==> config.mk <==
export PLATFORM = sky130hd
export DESIGN_NAME = omc_top
export DESIGN_NICKNAME = d
export VERILOG_FILES = /design/src/rtl/omc_pkg.sv /design/src/rtl/omc_sync.sv /design/src/rtl/omc_button.sv /design/src/rtl/omc_top.sv
export VERILOG_INCLUDE_DIRS = /design/src /design/src/rtl
export SDC_FILE = /design/constraint.sdc
export NUM_CORES = 1
export LEC_CHECK = 0
export ABC_AREA = 1
export BUFFER_PORTS_ARGS = -buffer_cell sky130_fd_sc_hd__buf_2
export CORE_MARGIN = 5
export CORE_UTILIZATION = 45
export CTS_BUF_LIST = sky130_fd_sc_hd__clkbuf_4 sky130_fd_sc_hd__clkbuf_8
export CTS_CLUSTER_DIAMETER = 50
export CTS_CLUSTER_SIZE = 28
export DETAILED_ROUTE_END_ITERATION = 10
export PLACE_DENSITY = 0.67
export SYNTH_ARGS = -nofsm -noshare
export SYNTH_HDL_FRONTEND = slang
export SYNTH_SLANG_ARGS = --single-unit
==> constraint.sdc <==
create_clock -name clk_in -period 1.9 [get_ports clk_in]
set_input_delay 0.095 -clock clk_in [delete_from_list [all_inputs] [get_ports clk_in]]
set_output_delay 0.095 -clock clk_in [all_outputs]
set_load 0.03 [all_outputs]
==> src/rtl/omc_map.svh <==
`ifndef OMC_MAP_SVH
`define OMC_MAP_SVH
// ----------------------------------------
// Register offsets (byte addresses)
// ----------------------------------------
`define OMC_CTRL_OFS 8'h00
`define OMC_FLAGS_OFS 8'h04
`define OMC_STATUS_OFS 8'h08
`define OMC_WTIMER_OFS 8'h0c
// ----------------------------------------
// Field positions
// ----------------------------------------
`define OMC_CTRL_DISP_BIT 0
`define OMC_CTRL_SLEEP_BIT 1
`define OMC_CTRL_ADC_BIT 2
`define OMC_CTRL_CE_BIT 3
`define OMC_CTRL_DIV_LSB 4
`define OMC_CTRL_DIV_MSB 6
`define OMC_FLAG_BUTTON_BIT 4
`define OMC_FLAG_TIMER_BIT 5
`define OMC_FLAG_LOCK_BIT 6
`define OMC_FLAG_LOSS_BIT 7
`define OMC_STAT_MODE_LSB 0
`define OMC_STAT_MODE_MSB 1
`define OMC_STAT_PLL_BIT 2
`define OMC_STAT_SUPPLY_BIT 3
`define OMC_STAT_BAT_BIT 4
`define OMC_STAT_WAKE_BIT 5
// ----------------------------------------
// Reset values and timing
// ----------------------------------------
`define OMC_CTRL_RESET 7'h00
`define OMC_FLAGS_RESET 4'h0
`define OMC_WTIMER_RESET 16'h0100
`define OMC_CLK_HZ 40000000
`define OMC_SLOW_TICK_HZ 32
`define OMC_SLOW_TICK_CYCLES (`OMC_CLK_HZ / `OMC_SLOW_TICK_HZ)
`endif

==> src/rtl/omc_pkg.sv <==
package omc_pkg;
   typedef enum logic [1:0] {
      OMC_MISSION,
      OMC_BROWNOUT,
      OMC_DISPLAY,
      OMC_SLEEP
   } omc_mode_t;
endpackage

==> src/rtl/omc_sync.sv <==
`timescale 1ns/1ps
module omc_sync #(
   parameter int W = 1
) (
   input wire logic clk_in,
   input wire logic sys_rst_in,
   input wire logic [W-1:0] d_in,
   output logic [W-1:0] q_out
);
   logic [W-1:0] meta_q;

   always_ff @(posedge clk_in) begin
      if (sys_rst_in) begin
         meta_q <= '0;
         q_out <= '0;
      end else begin
         meta_q <= d_in;
         q_out <= meta_q;
      end
   end
endmodule // omc_sync

==> src/rtl/omc_button.sv <==
`timescale 1ns/1ps
module omc_button (
   input wire logic clk_in,
   input wire logic sys_rst_in,
   input wire logic tick_in,
   input wire logic btn_in,
   input wire logic armed_in,
   output logic rise_out
);
   logic level_q;
   logic pend_q;
   wire differs = (btn_in != level_q);

   // A new level must hold over two slow ticks, so short noise is rejected
   always_ff @(posedge clk_in) begin
      if (sys_rst_in) begin
         level_q <= 1'b0;
         pend_q <= 1'b0;
         rise_out <= 1'b0;
      end else begin
         rise_out <= 1'b0;
         if (tick_in) begin
            if (!differs) begin
               pend_q <= 1'b0;
            end else if (pend_q) begin
               level_q <= btn_in;
               pend_q <= 1'b0;
               rise_out <= btn_in & armed_in;
            end else begin
               pend_q <= 1'b1;
            end
         end
      end
   end
endmodule // omc_button

==> src/rtl/omc_top.sv <==
// Our own choices: the register offsets and the APB register port.
`timescale 1ns/1ps
`include "omc_map.svh"
// Behaviour
// Mission mode only with supply present and PLL stable; only there metering runs.
// Supply fault or wake under battery leads automatically into battery-run mode.
// In battery-run, display-only or sleep request bit forces that mode, processor off.
// Leaving mission for battery-run sets the PLL-loss flag, bit 7.
// Returning to mission with PLL stable sets the PLL-lock flag, bit 6.
// Push button going high sets the button wake flag, bit 4.
// Wake timer expiry sets the timer wake flag, bit 5.
// Display-only and sleep exit only on timer, button or supply return.
// On battery, margin loss enters sleep; stays there when margin recovers.
// Supply return moves any battery mode to mission once PLL settled.
// Battery-run clocks the processor from the crystal, not the PLL.
// Processor clock divider setting is kept across battery-run entry and exit.
// While PLL unlocked, converter and compute-engine enables are forced low.
// PLL lock falling clears compute-engine program counter and halts filtering.
// Battery-run keeps debug, serial, memory and display alive; metering stays off.
// Auxiliary supply output stays enabled during battery-run mode.
// Firmware should enter sleep when battery functions are not needed.
// Mission entry from display-only or sleep shows configuration at reset values.
// Supply loss without battery drops wake and enters sleep.
// Operating mode is held in a state register on the single clock.
module omc_top #(
   parameter int SLOW_TICK_CYCLES = `OMC_SLOW_TICK_CYCLES,
   parameter int DIV_W = 3
) (
   input wire logic clk_in,
   input wire logic sys_rst_in,
   input wire logic psel_in,
   input wire logic penable_in,
   input wire logic pwrite_in,
   input wire logic [7:0] paddr_in,
   input wire logic [31:0] pwdata_in,
   output logic [31:0] prdata_out,
   output logic pready_out,
   output logic pslverr_out,
   input wire logic supply_sense_input_in,
   input wire logic pll_locked_in,
   input wire logic battery_margin_good_in,
   input wire logic push_button_input_in,
   output logic [1:0] mode_out,
   output logic wake_out,
   output logic processor_enable_out,
   output logic processor_clk_from_pll_out,
   output logic [DIV_W-1:0] processor_clock_divider_out,
   output logic adc_enable_out,
   output logic ce_enable_out,
   output logic ce_pc_clear_out,
   output logic filter_halt_out,
   output logic metering_active_out,
   output logic peripherals_active_out,
   output logic aux_supply_output_out,
   output logic config_reset_out,
   output logic [3:0] flags_out
);
   // ----------------------------------------
   // Pin synchronisers
   // ----------------------------------------
   logic supply_s;
   logic pll_s;
   logic bat_s;
   logic btn_s;

   omc_sync #(.W(4)) u_sync (
      .clk_in(clk_in),
      .sys_rst_in(sys_rst_in),
      .d_in({supply_sense_input_in, pll_locked_in, battery_margin_good_in, push_button_input_in}),
      .q_out({supply_s, pll_s, bat_s, btn_s})
   );

   // ----------------------------------------
   // Slow tick divider and push button
   // ----------------------------------------
   logic [31:0] tick_cnt_q;
   logic tick_q;
   logic btn_rise;
   logic timer_exp;
   logic [3:0] flags_q;

   always_ff @(posedge clk_in) begin
      if (sys_rst_in) begin
         tick_cnt_q <= 32'h0000_0000;
         tick_q <= 1'b0;
      end else if (tick_cnt_q == 32'(SLOW_TICK_CYCLES - 1)) begin
         tick_cnt_q <= 32'h0000_0000;
         tick_q <= 1'b1;
      end else begin
         tick_cnt_q <= tick_cnt_q + 32'h0000_0001;
         tick_q <= 1'b0;
      end
   end

   // Further presses are ignored until firmware clears the button flag
   omc_button u_button (
      .clk_in(clk_in),
      .sys_rst_in(sys_rst_in),
      .tick_in(tick_q),
      .btn_in(btn_s),
      .armed_in(~flags_q[`OMC_FLAG_BUTTON_BIT - 4]),
      .rise_out(btn_rise)
   );

   // ----------------------------------------
   // APB decode
   // ----------------------------------------
   wire access = psel_in & penable_in;
   wire sel_ctrl = (paddr_in == `OMC_CTRL_OFS);
   wire sel_flags = (paddr_in == `OMC_FLAGS_OFS);
   wire sel_stat = (paddr_in == `OMC_STATUS_OFS);
   wire sel_wtim = (paddr_in == `OMC_WTIMER_OFS);
   wire mapped = sel_ctrl | sel_flags | sel_stat | sel_wtim;
   wire wr_done = access & pwrite_in & pready_out & mapped;
   wire wr_ctrl = wr_done & sel_ctrl;
   wire wr_flags = wr_done & sel_flags;
   wire wr_wtim = wr_done & sel_wtim;

   // ----------------------------------------
   // Mode state machine
   // ----------------------------------------
   omc_pkg::omc_mode_t state_q;
   omc_pkg::omc_mode_t state_d;
   logic [6:0] ctrl_q;
   logic [15:0] wtim_q;
   logic [15:0] wcnt_q;
   logic pll_d1_q;

   wire sys_ok = supply_s & pll_s;
   wire wake_evt = btn_rise | timer_exp;
   wire in_low = (state_q == omc_pkg::OMC_DISPLAY) | (state_q == omc_pkg::OMC_SLEEP);

   always_comb begin
      state_d = state_q;
      case (state_q)
         omc_pkg::OMC_MISSION: begin
            if (!sys_ok) begin
               state_d = bat_s ? omc_pkg::OMC_BROWNOUT : omc_pkg::OMC_SLEEP;
            end
         end
         omc_pkg::OMC_BROWNOUT: begin
            if (sys_ok) begin
               state_d = omc_pkg::OMC_MISSION;
            end else if (!bat_s) begin
               state_d = omc_pkg::OMC_SLEEP;
            end else if (ctrl_q[`OMC_CTRL_SLEEP_BIT]) begin
               state_d = omc_pkg::OMC_SLEEP;
            end else if (ctrl_q[`OMC_CTRL_DISP_BIT]) begin
               state_d = omc_pkg::OMC_DISPLAY;
            end
         end
         omc_pkg::OMC_DISPLAY, omc_pkg::OMC_SLEEP: begin
            if (sys_ok) begin
               state_d = omc_pkg::OMC_MISSION;
            end else if (wake_evt && bat_s) begin
               state_d = omc_pkg::OMC_BROWNOUT;
            end
         end
         default: begin
            state_d = omc_pkg::OMC_SLEEP;
         end
      endcase
   end

   always_ff @(posedge clk_in) begin
      if (sys_rst_in) begin
         state_q <= omc_pkg::OMC_SLEEP;
      end else begin
         state_q <= state_d;
      end
   end

   // ----------------------------------------
   // Control and wake timer registers
   // ----------------------------------------
   // Wake is low in display-only and sleep, so configuration is held at reset
   always_ff @(posedge clk_in) begin
      if (sys_rst_in || in_low) begin
         ctrl_q <= `OMC_CTRL_RESET;
      end else if (wr_ctrl) begin
         ctrl_q <= pwdata_in[6:0];
      end
   end

   always_ff @(posedge clk_in) begin
      if (sys_rst_in) begin
         wtim_q <= `OMC_WTIMER_RESET;
      end else if (wr_wtim) begin
         wtim_q <= pwdata_in[15:0];
      end
   end

   // Timer counts slow ticks only while parked in a low-power mode
   assign timer_exp = in_low & tick_q & (wcnt_q == 16'h0001);

   always_ff @(posedge clk_in) begin
      if (sys_rst_in || !in_low) begin
         wcnt_q <= wtim_q;
      end else if (tick_q && wcnt_q != 16'h0000) begin
         wcnt_q <= wcnt_q - 16'h0001;
      end
   end

   // ----------------------------------------
   // Event flags, write one to clear, set wins
   // ----------------------------------------
   wire set_loss = (state_q == omc_pkg::OMC_MISSION) & (state_d == omc_pkg::OMC_BROWNOUT);
   wire set_lock = (state_q != omc_pkg::OMC_MISSION) & (state_d == omc_pkg::OMC_MISSION);
   wire [3:0] flag_set = {set_loss, set_lock, timer_exp, btn_rise};
   wire [3:0] flag_clr = wr_flags ? pwdata_in[7:4] : 4'h0;

   always_ff @(posedge clk_in) begin
      if (sys_rst_in) begin
         flags_q <= `OMC_FLAGS_RESET;
      end else begin
         flags_q <= (flags_q & ~flag_clr) | flag_set;
      end
   end

   // ----------------------------------------
   // Outputs
   // ----------------------------------------
   wire next_mission = (state_d == omc_pkg::OMC_MISSION);
   wire next_brown = (state_d == omc_pkg::OMC_BROWNOUT);
   wire from_low = in_low & next_mission;

   always_ff @(posedge clk_in) begin
      if (sys_rst_in) begin
         pll_d1_q <= 1'b0;
         mode_out <= 2'h3;
         wake_out <= 1'b0;
         processor_enable_out <= 1'b0;
         processor_clk_from_pll_out <= 1'b0;
         processor_clock_divider_out <= '0;
         adc_enable_out <= 1'b0;
         ce_enable_out <= 1'b0;
         ce_pc_clear_out <= 1'b0;
         filter_halt_out <= 1'b1;
         metering_active_out <= 1'b0;
         peripherals_active_out <= 1'b0;
         aux_supply_output_out <= 1'b0;
         config_reset_out <= 1'b0;
         flags_out <= 4'h0;
      end else begin
         pll_d1_q <= pll_s;
         mode_out <= state_d;
         wake_out <= next_mission | next_brown;
         processor_enable_out <= next_mission | next_brown;
         processor_clk_from_pll_out <= next_mission;
         processor_clock_divider_out <= ctrl_q[`OMC_CTRL_DIV_MSB:`OMC_CTRL_DIV_LSB];
         adc_enable_out <= ctrl_q[`OMC_CTRL_ADC_BIT] & pll_s;
         ce_enable_out <= ctrl_q[`OMC_CTRL_CE_BIT] & pll_s;
         ce_pc_clear_out <= pll_d1_q & ~pll_s;
         filter_halt_out <= ~pll_s;
         metering_active_out <= next_mission & pll_s;
         peripherals_active_out <= next_mission | next_brown;
         aux_supply_output_out <= next_mission | next_brown;
         config_reset_out <= from_low;
         flags_out <= (flags_q & ~flag_clr) | flag_set;
      end
   end

   // ----------------------------------------
   // APB slave, one wait state
   // ----------------------------------------
   logic [31:0] rd_mux;

   always_comb begin
      rd_mux = 32'h0000_0000;
      if (sel_ctrl) begin
         rd_mux[6:0] = ctrl_q;
      end else if (sel_flags) begin
         rd_mux[7:4] = flags_q;
      end else if (sel_stat) begin
         rd_mux[`OMC_STAT_MODE_MSB:`OMC_STAT_MODE_LSB] = state_q;
         rd_mux[`OMC_STAT_PLL_BIT] = pll_s;
         rd_mux[`OMC_STAT_SUPPLY_BIT] = supply_s;
         rd_mux[`OMC_STAT_BAT_BIT] = bat_s;
         rd_mux[`OMC_STAT_WAKE_BIT] = wake_out;
      end else if (sel_wtim) begin
         rd_mux[15:0] = wtim_q;
      end
   end

   always_ff @(posedge clk_in) begin
      if (sys_rst_in) begin
         pready_out <= 1'b0;
         pslverr_out <= 1'b0;
         prdata_out <= 32'h0000_0000;
      end else begin
         pready_out <= access & ~pready_out;
         pslverr_out <= access & ~pready_out & ~mapped;
         if (access && !pready_out && !pwrite_in) begin
            prdata_out <= rd_mux;
         end
      end
   end
endmodule // omc_top

## Yosys cells after proc, flatten, opt, wreduce, memory -nomap -nowiden

Cells that the tools add are included.

| storage, ports and cells | value |
|---|---|
| register bits after elaboration | 119 |
| input port bits | 49 |
| output and inout port bits | 54 |

| operators by class | value |
|---|---|
| add/sub/neg operators | 2 |
| equality and inequality tests | 10 |
| multiplexer cells | 23 |
| bitwise gates (word level) | 36 |
| reduce and logical (&&, ||, !) cells | 19 |

Operators with widths:

| kind | number |
|---|---|
| $mux W16 | 3 |
| $add A32 B1 Y32 const B | 1 |
| $eq A32 B21 Y1 const B | 1 |
| $and A1 B1 Y1 | 20 |
| $eq A16 B1 Y1 const B | 1 |
| $eq A8 B4 Y1 const B | 2 |
| $mux W2 | 8 |
| $reduce_bool A16 Y1 | 1 |
| $sub A16 B1 Y16 const B | 1 |
| $mux W4 | 3 |
| $mux W10 | 1 |
| $mux W9 | 1 |
| $eq A8 B3 Y1 const B | 1 |
| $logic_not A8 Y1 | 1 |
| $mux W8 | 1 |
| $mux W7 | 1 |
| $not A1 Y1 | 7 |
| $mux W6 | 1 |
| $or A1 B1 Y1 | 6 |
| $pmux W2 S3 | 1 |
| $and A4 B4 Y4 | 1 |
| $eq A2 B1 Y1 const B | 2 |
| $eq A2 B2 Y1 const B | 2 |
| $logic_and A1 B1 Y1 | 4 |
| other kinds (11) | 19 |

## Longest topological paths before layout

| logic depth | value |
|---|---|
| depth in word-level cells | 12 |
| depth in mapped cells | 11 |
| mapped depth without buffers | 11 |

## Hierarchy

A second synthesis with hierarchy kept.

| second synthesis, totals | value |
|---|---|
| cells, all modules | 769 |
| area total of the unflattened synthesis | 5,714.2 um^2 |

Modules (own cells, without submodules):

| module | instances | cells each | area each (um^2) | sequential area each (um^2) |
|---|---|---|---|---|
| omc_top | 1 | 727 | 5,350.1 | 2,322.2 |
| omc_sync | 1 | 25 | 231.5 | 160.2 |
| omc_button | 1 | 17 | 132.6 | 60.1 |

## Worst setup path before layout

No wires, ideal clock.

| path | value |
|---|---|
| kind | flip-flop to flip-flop |
| start | reg mode_out[1] (netlist name) |
| end | reg wcnt_q[0] (enable) |
| library setup time | 0.362 ns |
| arrival | 1.422 ns |
| slack | 0.117 ns |
| cell stages (with the launch flop) | 5 |
| clock period less this slack | 1.783 ns |
| cell sequence | dfxtp_1 inv_1 nor2_1 buf_2 nand2_1 |

RTL lines:

| item | RTL line | source |
|---|---|---|
| end signal, assigned | omc_top.sv:198 | `wcnt_q <= wtim_q;` |
| end signal, assigned | omc_top.sv:200 | `wcnt_q <= wcnt_q - 16'h0001;` |
| end, declared | omc_top.sv:126 | `logic [15:0] wcnt_q;` |

## Worst setup path in the final report

| path | value |
|---|---|
| start | reg wcnt_q[0] |
| end | reg wcnt_q[10], data pin |

| between the ends | value |
|---|---|
| longest elaborated chain between the ends | 3 |

RTL lines:

| item | RTL line | source |
|---|---|---|
| $sub A16 B1 Y16 | omc_top.sv:200 |  |
| $mux W16 | omc_top.sv:199 | `end else if (tick_q && wcnt_q != 16'h0000) begin` |
| $mux W16 | omc_top.sv:197 | `if (sys_rst_in \|\| !in_low) begin` |

No other way between the ends. The select of a mux whose other input is x is not followed.
A chain may end at the register's enable or synchronous reset.

==> results.py <==
metrics = {
    "cts": {
        "cts_tree": "built",
        "cts.path.max_buffers": 2,
        "cts.sinks": 119,
        "htreeDepth": 4,
        "cts-root-buf": "clkbuf_8",
        "cts.clk_slew.worst_paths_ns": 0.07,
        "cts_buffers": 17,
        "clk_latency_ns": 0.44,
    },
    "finish": {
        "drive_gt1_frac": 0.177,
        "fin_cells": 1039,
        "n_antenna_cell": 0,
        "final_util": 0.556,
        "final_nets": 912,
        "fillers": 1152,
        "multi_input_area_um2": 2530,
        "areaGrowthSynthToFinish_pct": 20.5,
        "regArea_um2": 2540,
    },
    "timing": {
        "setup_viol": 0,
        "clock_skew_ns": 0.0109,
        "rsz0062_at_grt": "false",
        "finalCriticalPeriod_ns": 1.72,
        "hold_slack_ns": 0.0260,
        "max_freq_mhz": 581,
        "fin_crit_sh": 0.907,
        "tightest_slew_ns": 0.556,
        "tns_ns": 0,
        "hold_violations": 0,
        "drv_slew": 0,
        "slew-limit-headroom": 0.629,
    },
    "placement": {
        "dp_cells": 986,
        "io_buffers": 70,
        "place_congestion": 0.890,
        "dp_hpwl_um": 10100,
    },
    "drt": {
        "vias": 4994,
        "first_pass_iters": 6,
        "wl_per_cell_um": 13.2,
        "drtIter0Drc": 406,
        "detail-route-antenna-nets": 0,
        "drc": 0,
        "drt_wl_total_um": 13700,
        "via_per_inst": 4.81,
    },
    "worst_setup_path": {
        "cp_max_fo": 4,
        "crit_start": "wcnt_q[0]",
        "worst-path-buf-inv": 1,
        "worstSetupPathDepth": 8,
        "cpPeakStageDelay_ns": 0.41,
        "crit_family": "simple AND/OR/NAND/NOR gates",
        "end_kind": "flip-flop",
        "setup.worst_path.class": "flip-flop to flip-flop",
        "worstPathCellList": "inv_1 > ha_1 > nand2_1 > nor2_1 > nand3_2 > nor3_2 > xnor2_1 > o21ai_0",
        "ff2ff_setup_slack_ns": 0.18,
        "cp.required_ns": 2.07,
        "slowest_stage": "edfxtp_1",
        "worstPathArrival_ns": 1.89,
        "r2r_start": "wcnt_q[0]",
        "r2r_end": "wcnt_q[10]",
        "startpoint_type": "flip-flop",
        "worstSetupEndpoint": "wcnt_q[10]",
        "r2r_cells": 8,
    },
    "logic_synthesis": {
        "yosysTopAreaCell": "dfxtp_1",
        "ys.flop_type": "dfxtp_1",
        "synth_area_leaders": "dfxtp_1 37%, nand2_1 10%, edfxtp_1 8.6%",
        "yosysSeqAreaShare": 0.455,
        "synth_top_family_by_area": "simple AND/OR/NAND/NOR gates",
        "synth_edf_count": 16,
        "synthSimpleGateAreaFrac": 0.290,
        "synth.most_common_cell": "nand2_1",
        "synth_area_um2": 5590,
        "synthDistinctLibCells": 42,
        "synth.area.mux_share": 0,
        "synthTopCellsByCount": "152 x nand2_1, 114 x nor2_1, 103 x dfxtp_1",
        "synth_xor_area_frac": 0.0282,
        "synth_cells": 755,
        "async_flop_share": 0,
        "ys_ff_latch": 119,
        "synth_warnings": 0,
        "avgSynthCellArea_um2": 7.40,
        "yosysTopAreaCellShare": 0.369,
        "synthAdderAreaFrac": 0.00896,
        "synth_compound_area_frac": 0.113,
    },
    "grt": {
        "grt_pass1_wl_um": 21800,
        "grt_pass1_vias": 4510,
        "antenna_found_initial": 0,
        "gr-usage-all-layers": 0.186,
        "grt-ovfl-total": 0,
        "grt_max_degree": 29,
    },
    "die": {
        "die_w_um": 121,
        "pin_count": 103,
        "core_um2": 12100,
        "die_h_um": 121,
        "start_util": 0.461,
        "die_area_um2": 14700,
        "std_cell_rows": 40,
    },
    "outcome": {
        "status": "finished clean",
    },
    "pwr": {
        "p_leak_nw": 2.86,
        "powerDensity_nw_per_um2": 808,
        "power_mw": 5.44,
        "max-vdd-ir-drop_uv": 675,
    },
    "hold_path": {
        "min_path_type": "input pin to flip-flop",
    },
    "flow_run": {
        "cap_violations": 0,
    },
}
worst register-to-register path, stage by stage, from the launching register on:
cell and delay, ns:
edfxtp_1 0.41, inv_1 0.12, ha_1 0.16, nand2_1 0.10, nor2_1 0.17, nand3_2 0.13
nor3_2 0.15, xnor2_1 0.13, o21ai_0 0.08
through the flow:
stage / instance area [um2] / worst slack (ns)
global placement: 6090 / 0.162
detailed placement: 6090 / 0.0999
finish: 6730 / 0.177
floorplan: 5640 / 0.117
global route: 6730 / 0.0240
CTS: 6720 / 0.0976
cells by family after synthesis:
family | after synthesis
AO/OA/AOI/OAI | 121
XOR/XNOR | 18
adder cells (fa/ha/maj) | 4
buffers and inverters | 129
flip-flops | 119
other | 1
AND/OR/NAND/NOR | 363
report_power, final:
part / switching (mW) / internal, mW / total, mW
sequential: 0.0415 / 2.61 / 2.65
combinational: 0.254 / 0.140 / 0.395
clock: 0.938 / 1.46 / 2.39
total: 1.23 / 4.21 / 5.44
what timing repair did:
action,CTS,global route
resized for setup,0,2
endpoints found under the hold margin,30,0
hold buffers,22,0
setup endpoints to repair,0,1
buffers inserted,0,0
area by class of cell:
type | count | share of cell area
Sequential cell | 119 | 0.378
Multi-Input combinational cell | 522 | 0.376
Timing Repair Buffer | 106 | 0.102
Inverter | 93 | 0.0520
Clock buffer | 27 | 0.0468
Tap cell | 168 | 0.0312
Clock inverter | 4 | 0.0141
registers in the layout, summed over array words and instances, names as in the netlist, 2 cells and up:
name / cells
wtim_q: 16
mode_out: 2
flags_out: 4
prdata_out: 16
u_sync.q_out: 4
ctrl_q: 7
processor_clock_divider_out: 3
u_sync.meta_q: 4
wcnt_q: 16
tick_cnt_q: 32
routing by layer:
metal	vias to the layer above	global-route usage	wire length, um
met1	2245	0.253	6600
li1	2605	-	-
met5	-	0	0
met3	21	0.0531	710
met2	123	0.288	6230
met4	0	0.0567	152
worst min-delay path by stage:
stage                             to  cells past startpoint                   from
floorplan           u_sync.meta_q[0]                      2   push_button_input_in
global placement    u_sync.meta_q[3]                      3  supply_sense_input_in
detailed placement  u_sync.meta_q[3]                      3  supply_sense_input_in
CTS                       pready_out                      2             sys_rst_in
global route        u_sync.meta_q[0]                      2             sys_rst_in
finish                    pready_out                      2             sys_rst_in
cell usage in the layout (no fill, tap or decap), types with 9 or more instances in the layout:
master / netlist / routed
nand2_1: 152 / 152
nor2_1: 114 / 114
dfxtp_1: 103 / 103
inv_1: 85 / 85
buf_2: 7 / 70
o21ai_0: 56 / 56
a21oi_1: 50 / 50
nand3_1: 29 / 28
dlygate4sd3_1: 0 / 22
clkbuf_8: 0 / 18
nor3_1: 18 / 17
nand4_1: 16 / 16
conb_1: 1 / 16
edfxtp_1: 16 / 16
buf_4: 19 / 13
xor2_1: 10 / 10
clkbuf_4: 0 / 9
(Power assumes the default switching activity.)
